File: config.mk
export PLATFORM = sky130hd
export DESIGN_NAME = adcsc_top
export DESIGN_NICKNAME = d
export VERILOG_FILES = /design/src/common/adcsc_pkg.sv /design/src/verilog/adcsc_sar.sv /design/src/verilog/adcsc_top.sv
export SDC_FILE = /design/constraint.sdc
export NUM_CORES = 1
export LEC_CHECK = 0
export ABC_CLOCK_PERIOD_IN_PS = 3400
export BUFFER_PORTS_ARGS = -buffer_cell sky130_fd_sc_hd__buf_2
export CAP_MARGIN = 40
export CORE_UTILIZATION = 54
export DETAILED_ROUTE_END_ITERATION = 10
export PLACE_DENSITY = 0.86
export SYNTH_ARGS = -nofsm -noshare
export SYNTH_HDL_FRONTEND = slang
export SYNTH_SLANG_ARGS = --single-unit
File: constraint.sdc
create_clock -name clock -period 3.4 [get_ports clock]
set_clock_uncertainty 0.15 [all_clocks]
set_input_delay 0.68 -clock clock [delete_from_list [all_inputs] [get_ports clock]]
set_output_delay 0.68 -clock clock [all_outputs]
set_load 0.01 [all_outputs]
File: src/common/adcsc_pkg.sv
package adcsc_pkg;
	// ----------------------------------------------------------------
	// Register map
	// ----------------------------------------------------------------
	localparam logic [15:0] RESULT_HIGH_ADDR = 16'hFFC4;
	localparam logic [15:0] RESULT_LOW_ADDR = 16'hFFC5;
	localparam logic [15:0] MODE_ADDR = 16'hFFC6;
	localparam logic [15:0] START_ADDR = 16'hFFC7;
	localparam logic [15:0] CLOCK_STOP_ONE_ADDR = 16'hFFFA;

	// ----------------------------------------------------------------
	// Field positions and reset values
	// ----------------------------------------------------------------
	localparam int MODE_SPEED_BIT = 7;
	localparam int MODE_SPARE_BIT = 6;
	localparam int START_FLAG_BIT = 7;
	localparam int STANDBY_BIT = 4;
	localparam logic [7:0] MODE_RESET = 8'h30;
	localparam logic [7:0] START_RESET = 8'h7F;
	localparam logic [7:0] CLOCK_STOP_RESET = 8'hFF;
	localparam logic [7:0] UNMAPPED_READ = 8'hFF;
	localparam logic [1:0] CHAN_VALID_TOP = 2'h1;

	// ----------------------------------------------------------------
	// Conversion timing in system clocks
	// ----------------------------------------------------------------
	localparam int RESULT_BITS = 10;
	localparam int SLOW_PERIOD = 62;
	localparam int FAST_PERIOD = 31;
	localparam int SLOW_STEP = SLOW_PERIOD / RESULT_BITS;
	localparam int FAST_STEP = FAST_PERIOD / RESULT_BITS;
	localparam int SLOW_SAMPLE = SLOW_PERIOD - SLOW_STEP * RESULT_BITS;
	localparam int FAST_SAMPLE = FAST_PERIOD - FAST_STEP * RESULT_BITS;

	typedef enum logic [1:0] {
		ADCSC_IDLE = 2'b00,
		ADCSC_SAMPLE = 2'b01,
		ADCSC_BITS = 2'b10
	} adcsc_state_t;
endpackage

File: src/verilog/adcsc_sar.sv
`timescale 1ns/1ps
module adcsc_sar #(
	parameter int WIDTH = 10
) (
	input wire logic clock,
	input wire logic rst_n,
	input wire logic load,
	input wire logic decide,
	input wire logic comp_in,
	output logic [WIDTH-1:0] code_q,
	output logic [WIDTH-1:0] resolved,
	output logic last_bit
);
	logic [WIDTH-1:0] ptr_q;
	localparam logic [WIDTH-1:0] TOP = {1'b1, {(WIDTH-1){1'b0}}};

	// Bit under trial is kept when the comparator says input is above it
	assign resolved = comp_in ? code_q : (code_q & ~ptr_q);
	assign last_bit = ptr_q[0];

	// Trial code walks from the most significant bit down
	always_ff @(posedge clock) begin
		if (!rst_n) begin
			code_q <= '0;
			ptr_q <= '0;
		end else if (load) begin
			code_q <= TOP;
			ptr_q <= TOP;
		end else if (decide) begin
			code_q <= resolved | (ptr_q >> 1);
			ptr_q <= ptr_q >> 1;
		end
	end
endmodule

File: src/verilog/adcsc_top.sv
`timescale 1ns/1ps
// Contract
// [RULE1] Four selectable inputs, ten-bit result
// [RULE2] Result bits 9..2 high, 1..0 low top
// [RULE3] Each finished conversion raises a request
// [RULE4] Result bytes readable always, undefined mid-conversion
// [RULE5] Result held until next conversion begins
// [RULE6] Reset never clears result bytes
// [RULE7] Mode register resets to 0x30
// [RULE8] Speed bit: 62 clocks at 0, 31 at 1
// [RULE9] Software keeps conversion at least 12.4 us
// [RULE10] Mode bit 6 plain storage, leave alone
// [RULE11] Mode bits 5,4 read one, ignore writes
// [RULE12] Channel code 01xx picks input, else none
// [RULE13] Change channel only while flag is zero
// [RULE14] Standby stops converter, keeps registers
// [RULE15] Write one starts; completion stores, clears flag
// [RULE16] Write zero stops; flag reads busy state
// [RULE17] Completion sets request; enable gates interrupt
// [RULE18] Standby bit 4: zero standby, one run
// [RULE19] Ten steps, MSB first, within period
module adcsc_top
	import adcsc_pkg::*;
#(
	parameter int WIDTH = RESULT_BITS
) (
	input wire logic clock,
	input wire logic rst_n,
	input wire logic [15:0] bus_addr,
	input wire logic bus_wr,
	input wire logic bus_rd,
	input wire logic [7:0] bus_wdata,
	output logic [7:0] bus_rdata,
	input wire logic comparator_in,
	output logic [WIDTH-1:0] ladder_code,
	output logic [3:0] channel_enable,
	output logic sample_hold,
	input wire logic conversion_done_enable,
	input wire logic conversion_done_clear,
	output logic conversion_done_request,
	output logic irq_req,
	output logic standby_active
);
	// ----------------------------------------------------------------
	// Declarations
	// ----------------------------------------------------------------
	adcsc_state_t state_q;
	logic speed_q;
	logic spare_q;
	logic [3:0] chan_q;
	logic flag_q;
	logic run_q;
	logic [5:0] cnt_q;
	logic [7:0] res_high_q;
	logic [1:0] res_low_q;
	logic [7:0] rdata_q;
	logic [3:0] chan_en_q;
	logic sample_q;
	logic req_q;
	logic irq_q;
	logic standby_q;
	logic standby_out_q;
	logic [WIDTH-1:0] sar_code;
	logic [WIDTH-1:0] sar_resolved;
	logic sar_last;
	logic wr_mode;
	logic wr_start;
	logic wr_stop;
	logic sar_load;
	logic sar_decide;
	logic finish;
	logic [5:0] step_len;
	logic [5:0] sample_len;

	// ----------------------------------------------------------------
	// Bus decode
	// ----------------------------------------------------------------
	// Mode and start writes are dropped in standby so registers hold
	assign wr_mode = bus_wr && run_q && (bus_addr == MODE_ADDR);
	assign wr_start = bus_wr && run_q && (bus_addr == START_ADDR)
		&& bus_wdata[START_FLAG_BIT];
	assign wr_stop = bus_wr && run_q && (bus_addr == START_ADDR)
		&& !bus_wdata[START_FLAG_BIT];

	// [RULE8] period split by speed
	assign step_len = speed_q ? 6'(FAST_STEP) : 6'(SLOW_STEP);
	assign sample_len = speed_q ? 6'(FAST_SAMPLE) : 6'(SLOW_SAMPLE);

	// Sequencer strobes, frozen while in standby
	assign sar_load = wr_start;
	assign sar_decide = run_q && (state_q == ADCSC_BITS) && (cnt_q == 6'h01);
	assign finish = sar_decide && sar_last;

	// ----------------------------------------------------------------
	// Standby control
	// ----------------------------------------------------------------
	// [RULE18] standby bit decode
	always_ff @(posedge clock) begin
		if (!rst_n) begin
			standby_q <= CLOCK_STOP_RESET[STANDBY_BIT];
		end else if (bus_wr && bus_addr == CLOCK_STOP_ONE_ADDR) begin
			standby_q <= bus_wdata[STANDBY_BIT];
		end
	end

	// [RULE14] standby freezes the converter
	// Status pin has its own flop so it is not an inverter off run_q
	always_ff @(posedge clock) begin
		if (!rst_n) begin
			run_q <= CLOCK_STOP_RESET[STANDBY_BIT];
			standby_out_q <= !CLOCK_STOP_RESET[STANDBY_BIT];
		end else begin
			run_q <= standby_q;
			standby_out_q <= !standby_q;
		end
	end

	// ----------------------------------------------------------------
	// Mode register
	// ----------------------------------------------------------------
	// [RULE7] reset to documented mode value
	always_ff @(posedge clock) begin
		if (!rst_n) begin
			speed_q <= MODE_RESET[MODE_SPEED_BIT];
			spare_q <= MODE_RESET[MODE_SPARE_BIT];
			chan_q <= MODE_RESET[3:0];
		end else if (wr_mode) begin
			// [RULE10] spare bit stored as written
			speed_q <= bus_wdata[MODE_SPEED_BIT];
			spare_q <= bus_wdata[MODE_SPARE_BIT];
			chan_q <= bus_wdata[3:0];
		end
	end

	// [RULE12] only 01xx enables an input; none and prohibited codes drive none
	always_ff @(posedge clock) begin
		if (!rst_n) begin
			chan_en_q <= 4'h0;
		end else if (chan_q[3:2] == CHAN_VALID_TOP) begin
			// [RULE1] one of four inputs
			chan_en_q <= 4'h1 << chan_q[1:0];
		end else begin
			chan_en_q <= 4'h0;
		end
	end

	// ----------------------------------------------------------------
	// Conversion sequencer
	// ----------------------------------------------------------------
	// [RULE19] sample window then ten equal bit steps
	always_ff @(posedge clock) begin
		if (!rst_n) begin
			state_q <= ADCSC_IDLE;
			cnt_q <= 6'h00;
		end else if (wr_start) begin
			state_q <= ADCSC_SAMPLE;
			cnt_q <= sample_len;
		end else if (wr_stop) begin
			// [RULE16] stop abandons the conversion
			state_q <= ADCSC_IDLE;
			cnt_q <= 6'h00;
		end else if (run_q) begin
			case (state_q)
				ADCSC_IDLE: begin
					cnt_q <= 6'h00;
				end
				ADCSC_SAMPLE: begin
					if (cnt_q == 6'h01) begin
						state_q <= ADCSC_BITS;
						cnt_q <= step_len;
					end else begin
						cnt_q <= cnt_q - 6'h01;
					end
				end
				ADCSC_BITS: begin
					if (finish) begin
						state_q <= ADCSC_IDLE;
						cnt_q <= 6'h00;
					end else if (cnt_q == 6'h01) begin
						cnt_q <= step_len;
					end else begin
						cnt_q <= cnt_q - 6'h01;
					end
				end
				default: begin
					state_q <= ADCSC_IDLE;
					cnt_q <= 6'h00;
				end
			endcase
		end
	end

	// Sample-and-hold gate follows the sample window
	// [RULE14] gate drops in standby, else a frozen window would hold it open
	always_ff @(posedge clock) begin
		if (!rst_n) begin
			sample_q <= 1'b0;
		end else begin
			sample_q <= wr_start || (run_q && state_q == ADCSC_SAMPLE && cnt_q != 6'h01);
		end
	end

	// [RULE15] start sets flag, completion clears it; a new start wins
	always_ff @(posedge clock) begin
		if (!rst_n) begin
			flag_q <= START_RESET[START_FLAG_BIT];
		end else if (wr_start) begin
			flag_q <= 1'b1;
		end else if (wr_stop || finish) begin
			flag_q <= 1'b0;
		end
	end

	adcsc_sar #(
		.WIDTH(WIDTH)
	) u_sar (
		.clock(clock),
		.rst_n(rst_n),
		.load(sar_load),
		.decide(sar_decide),
		.comp_in(comparator_in),
		.code_q(sar_code),
		.resolved(sar_resolved),
		.last_bit(sar_last)
	);

	// ----------------------------------------------------------------
	// Result bytes
	// ----------------------------------------------------------------
	// [RULE6] no reset term: contents survive reset
	// [RULE5] written only at completion, held otherwise
	always_ff @(posedge clock) begin
		if (finish) begin
			// [RULE2] split ten bits over two bytes
			res_high_q <= sar_resolved[9:2];
			res_low_q <= sar_resolved[1:0];
		end
	end

	// ----------------------------------------------------------------
	// Completion request
	// ----------------------------------------------------------------
	// [RULE3] request on every completion; set beats clear
	always_ff @(posedge clock) begin
		if (!rst_n) begin
			req_q <= 1'b0;
		end else if (finish) begin
			req_q <= 1'b1;
		end else if (conversion_done_clear) begin
			req_q <= 1'b0;
		end
	end

	// [RULE17] interrupt gated by enable
	always_ff @(posedge clock) begin
		if (!rst_n) begin
			irq_q <= 1'b0;
		end else begin
			irq_q <= (req_q || finish) && conversion_done_enable;
		end
	end

	// ----------------------------------------------------------------
	// Read data
	// ----------------------------------------------------------------
	// [RULE4] result bytes readable at any time
	always_ff @(posedge clock) begin
		if (!rst_n) begin
			rdata_q <= UNMAPPED_READ;
		end else if (bus_rd) begin
			case (bus_addr)
				RESULT_HIGH_ADDR: rdata_q <= res_high_q;
				RESULT_LOW_ADDR: rdata_q <= {res_low_q, 6'h00};
				// [RULE11] bits 5 and 4 read as one
				MODE_ADDR: rdata_q <= {speed_q, spare_q, 2'h3, chan_q};
				START_ADDR: rdata_q <= {flag_q, START_RESET[6:0]};
				CLOCK_STOP_ONE_ADDR: begin
					rdata_q <= {CLOCK_STOP_RESET[7:5], standby_q, CLOCK_STOP_RESET[3:0]};
				end
				default: rdata_q <= UNMAPPED_READ;
			endcase
		end
	end

	// ----------------------------------------------------------------
	// Outputs
	// ----------------------------------------------------------------
	assign bus_rdata = rdata_q;
	assign ladder_code = sar_code;
	assign channel_enable = chan_en_q;
	assign sample_hold = sample_q;
	assign conversion_done_request = req_q;
	assign irq_req = irq_q;
	assign standby_active = standby_out_q;
endmodule

After elaboration in Yosys (flattened, before gate mapping)
Index checks and enable logic that the tools add are counted.
{"block": "totals", "register_bits": 63, "inputBits": 31, "output_inout_bits": 26, "elab_cells": 94}
{"block": "op_classes", "add_sub_neg": 1, "n_eq_ne": 15, "n_shift": 1, "mux": 24, "n_bitwise": 5, "n_reduce_logical": 27}
{"op": "$eq A16 B16 Y1 const B", "n": 5}
{"op": "$mux W10", "n": 5}
{"op": "$pmux W8 S5", "n": 1}
{"op": "$mux W6", "n": 5}
{"op": "$logic_and A1 B1 Y1", "n": 12}
{"op": "$pmux W6 S2", "n": 1}
{"op": "$and A10 B10 Y10", "n": 1}
{"op": "$not A10 Y10", "n": 1}
{"op": "$or A10 B9 Y10", "n": 1}
{"op": "$ne A4 B4 Y1 const B", "n": 2}
{"op": "$reduce_and A4 Y1", "n": 2}
{"op": "$mux W1", "n": 7}
{"op": "$eq A6 B1 Y1 const B", "n": 1}
{"op": "$mux W2", "n": 3}
{"op": "$ne A6 B1 Y1 const B", "n": 1}
{"op": "$pmux W2 S3", "n": 1}
{"op": "$reduce_bool A2 Y1", "n": 3}
{"op": "$sub A6 B1 Y6 const B", "n": 1}
{"op": "$eq A2 B1 Y1 const B", "n": 2}
{"op": "$ne A2 B2 Y1 const B", "n": 2}
{"op": "$shl A1 B2 Y4 const A", "n": 1}
{"op": "$logic_or A1 B1 Y1", "n": 3}
{"op": "$mux W3", "n": 1}
{"op": "$ne A3 B3 Y1 const B", "n": 1}
{"op": "8 further kinds", "n": 10}

Depth between registers and ports, before layout
{"block": "depth", "depth_word": 9, "mapped_depth": 7, "mapped_depth_nobuf": 7}

Cells and area by module
From an unflattened synthesis, not the netlist that was laid out.
{"block": "hier_totals", "hier_cells": 297, "area_unflattened_um2": 2813.9}
{"module": "adcsc_top", "instances": 1, "cells_each": 202, "area_each_um2": 1971.9, "seq_area_each_um2": 960.9}
{"module": "adcsc_sar", "instances": 1, "cells_each": 95, "area_each_um2": 842.1, "seq_area_each_um2": 400.4}

Least setup slack after synthesis
Ideal clock, no wire load.
{"block": "synth_timing", "kind": "input-to-reg", "startpoint": "input bus_addr[3]", "endpoint": "register chan_q[0]", "setup_time_ps": 116, "arrival_ps": 2428, "t_required_ps": 3134, "slack_ps": 706, "stages": 6, "n_path_buf": 1, "path_cell_list": "or4b_4 -> or4_4 -> buf_6 -> nor3_4 -> mux2i_1 -> nor2b_1"}
{"block": "synth_between", "elab_chain_len": 2}
{"element": "start: declaration", "line_no": "adcsc_top.sv:29", "rtl": "input wire logic [15:0] bus_addr,"}
{"element": "$eq A16 B16 Y1", "line_no": "adcsc_top.sv:79", "rtl": "assign wr_mode = bus_wr && run_q && (bus_addr == MODE_ADDR);"}
{"element": "$logic_and A1 B1 Y1", "line_no": "adcsc_top.sv:79"}
{"element": "end signal: assignment", "line_no": "adcsc_top.sv:126", "rtl": "chan_q <= MODE_RESET[3:0];"}
{"element": "end signal: assignment", "line_no": "adcsc_top.sv:131", "rtl": "chan_q <= bus_wdata[3:0];"}
{"element": "end: declaration", "line_no": "adcsc_top.sv:50", "rtl": "logic [3:0] chan_q;"}
No other way between the ends.
A chain may end at the register's enable or synchronous reset.

Final worst setup path
{"block": "layout_timing", "startpoint": "input bus_addr[3]", "endpoint": "register cnt_q[4]"}
{"block": "layout_between", "elab_chain_len": 5, "word_cells_on_any_way": 7, "classes_between": "1 x eq/ne; 2 x mux; 4 x reduce/logical"}
{"element": "$eq A16 B16 Y1 *", "line_no": "adcsc_top.sv:80, adcsc_top.sv:82"}
{"element": "$logic_and A1 B1 Y1 *", "line_no": "adcsc_top.sv:80, adcsc_top.sv:82"}
{"element": "$logic_and A1 B1 Y1", "line_no": "adcsc_top.sv:83", "rtl": "&& !bus_wdata[START_FLAG_BIT];"}
{"element": "$mux W6", "line_no": "adcsc_top.sv:158", "rtl": "end else if (wr_stop) begin"}
{"element": "$mux W6", "line_no": "adcsc_top.sv:155", "rtl": "end else if (wr_start) begin"}
{"element": "end signal: assignment", "line_no": "adcsc_top.sv:157", "rtl": "cnt_q <= sample_len;"}
{"element": "end signal: assignment", "line_no": "adcsc_top.sv:170", "rtl": "cnt_q <= step_len;"}
{"element": "end signal: assignment", "line_no": "adcsc_top.sv:172", "rtl": "cnt_q <= cnt_q - 6'h01;"}
{"element": "end: declaration", "line_no": "adcsc_top.sv:53", "rtl": "logic [5:0] cnt_q;"}
Every way passes the cells marked *; elsewhere a longest branch is shown, timed or not.

==> impl_metrics.tcl <==
set metrics [dict create \
    status "complete, no violations" \
    die_w_microns 72.96 \
    wl_per_cell_microns 13.54 \
    async_reset_ff_share_pct 0 \
    synth_top_cell_by_area "dfxtp_1" \
    tns_ns 0 \
    p_switching_uw 336.3 \
    io_pins 57 \
    antenna_found_initial 0 \
    cts_tree "done" \
    met1_usage_pct 28.97 \
    synth_top_family_by_area "simple AND/OR/NAND/NOR gates" \
    fillers 386 \
    intPower_mw 1.285 \
    vdd_drop_max_mv 0.3176 \
    numCtsBuffers 9 \
    yosys_warnings 0 \
    io_buffers 55 \
    num_vias 2288 \
    slew_violations 0 \
    slew_headroom_pct 55.19 \
    cts-resized-gates 0 \
    rows 25 \
    p_comb_share_pct 5.5 \
    synth-compound-area-share_pct 16.06 \
    end_kind "flop" \
    switching_share_pct 20.74 \
    via_per_inst 5.448 \
    critical_path_required_ns 3.49 \
    hold_ws_ns 0.3097 \
    wirelength_microns 5688 \
    setup_viol 0 \
    gp_congestion 0.8582 \
    start_util_pct 56.81 \
    clk_latency_ns 0.35 \
    synth_xor_xnor_area_share_pct 0.9664 \
    cts_root_buffer "clkbuf_8" \
    syn-cell-area_sq_um 2719 \
    grt_pass1_vias 2069 \
    hold_path_class "flop to flop" \
    ys_types 42 \
    ant_nets 0 \
    clockBufferDepth 2 \
    multi_input_area_sq_um 1271 \
    synthSimpleGateAreaFrac_pct 21.95 \
    min_path_cells 1 \
    finalPower_mw 1.622 \
    arrival_ns 2.65 \
    synthAdderAreaFrac_pct 2.301 \
    synth.area.top_cells "dfxtp_1 (39%), edfxtp_1 (11%), a21oi_1 (6.4%)" \
    dieHeight_microns 72.96 \
    start_kind "input pin" \
    period_minus_slack_ns 2.566 \
    netlist.area_leader.share_pct 39.02 \
    htree_levels 3 \
    synthCells 291 \
    pwr-share-seq_pct 47.8 \
    overflow 0 \
    fin_nets 384 \
    yosysMostFrequentCell "dfxtp_1" \
    diodes 0 \
    fin_crit_sh_pct 75.47 \
    syn_nets 327 \
    p_clk_share_pct 46.7 \
    worstSetupPathType "input pin to flop" \
    drc 0 \
    track_usage_pct 23.23 \
    top_usage_layer "met2" \
    regArea_sq_um 1361 \
    dieArea_sq_um 5322 \
    maxCapViolations 0 \
    drive_above_1_share_pct 23.51 \
    cts_sinks 63 \
    power.leakage_nw 1.295 \
    grt_pass1_wl_microns 9211 \
    cellPowerDensity_nw_per_um2 495.1 \
    yosysSeqAreaShare_pct 50.07 \
    syn_avg_cell_area_sq_um 9.343 \
    synth_mux_area_share_pct 5.476 \
    use_met3_pct 7.182 \
    cts_setup_buffers 0 \
    use_met2_pct 38.11 \
    clkTransAtPathRegs_ns 0.06 \
    drt_iter0_markers 247 \
    synth_edf_count 10 \
    synthTopCellsByCount "dfxtp_1 (53), nand2_1 (39), a21oi_1 (35)" \
    max_freq_mhz 389.7 \
    dp_hpwl_microns 3989 \
    firstDrtPassIters 4 \
    rsz0062_at_grt "no" \
    ys_ff_latch 63 \
    grt_max_degree 35 \
    rr_worst_depth 5 \
    postCtsHoldBufs 0 \
    worstMarginPinSlew_ns 0.6702 \
    hold_violations 0 \
    cp_max_fo 5 \
    synthToLayoutAreaGrowth_pct 20.48 \
    synthFlopType "dfxtp_1" \
    core_sq_um 4786 \
]
==> per-layer routing <==
| metal | wire (microns) | up-vias | share of wire, % |
|---|---|---|---|
| met5 | 0 | - | 0 |
| met4 | 77 | 0 | 1.4 |
| met3 | 359 | 10 | 6.3 |
| met2 | 2687 | 73 | 47 |
| met1 | 2564 | 1050 | 45 |
| li1 | - | 1155 | - |
==> power groups by stage <==
| stage | clock (mW) | combinational, mW | sequential (mW) |
|---|---|---|---|
| floorplan | 0 | 0.0450 | 0.796 |
| global route | 0.802 | 0.0964 | 0.776 |
| detailed placement | 0 | 0.0870 | 0.792 |
| global placement | 0 | 0.0853 | 0.792 |
| finish | 0.758 | 0.0884 | 0.776 |
| CTS | 0.765 | 0.0884 | 0.776 |
==> worst max-delay path, cell delays in order <==
cell and delay, ns:
buf_2 0.11, or4b_4 0.54, or4_4 0.55, nor3_1 0.37
o21ai_0 0.19, and3_1 0.21
==> per-stage QoR <==
stage          instance area [sq um]  worst slack, ns  instances  util, %
2_1_floorplan                   2719           0.7060        291        -
3_3_place_gp                    3033           0.5585        403    63.37
3_5_place_dp                    3040           0.5171        404    63.53
4_1_cts                         3276           0.8450        420    68.44
5_1_grt                         3276           0.7615        420    68.44
6_report                        3276           0.8342        420    68.44
==> cell type report <==
| cell class | count | area share, % |
|---|---|---|
| Timing Repair Buffer | 58 | 9.091 |
| Multi-Input combinational cell | 209 | 38.81 |
| Sequential cell | 63 | 41.56 |
| Inverter | 7 | 0.8021 |
| Clock buffer | 13 | 5.195 |
| Clock inverter | 3 | 1.986 |
| Tap cell | 67 | 2.559 |
==> worst paths after layout <==
kind,from,end,slack [ns]
max,bus_addr[3],cnt_q[4]$_SDFFE_PN0P_,0.83
min,standby_q$_SDFFE_PN1P_,standby_active$_SDFF_PN0_,0.31
max reg2reg,cnt_q[2]$_SDFFE_PN0P_,u_sar.code_q[7]$_SDFFE_PP0P_,1.06
min reg2reg,standby_q$_SDFFE_PN1P_,standby_active$_SDFF_PN0_,0.31
==> placed cells by master, fill, tap and decap left out, types with 3 or more instances in the layout <==
master / n
buf_2: 55
dfxtp_1: 53
nand2_1: 39
a21oi_1: 35
nor2_1: 19
a21boi_0: 13
clkbuf_8: 10
edfxtp_1: 10
nand3_1: 9
nor2b_1: 9
o21ai_0: 8
inv_1: 7
mux2_2: 7
mux2i_1: 7
nand4_1: 6
nand2b_1: 6
nor3_1: 6
and3_1: 5
ha_1: 5
nor4_1: 3
o211ai_1: 3
o21a_1: 3
o22ai_1: 3
nor4b_1: 3
buf_4: 3
==> sequential cells by signal, summed over array words and instances (netlist names), 2 cells and up <==
| register | count |
|---|---|
| u_sar.code_q | 10 |
| channel_enable | 4 |
| bus_rdata | 8 |
| res_high_q | 8 |
| chan_q | 4 |
| res_low_q | 2 |
| cnt_q | 6 |
| state_q | 2 |
| u_sar.ptr_q | 10 |
==> cell families (layout without fill, tap and decap cells) <==
kind of cell | count (synthesis) | count (layout)
xor+xnor | 3 | 3
mux | 14 | 14
flops | 63 | 63
buf+inv | 19 | 81
simple gates | 115 | 115
fa+ha+maj | 5 | 5
compound gates | 72 | 72
Power figures use the tool's default switching activity.
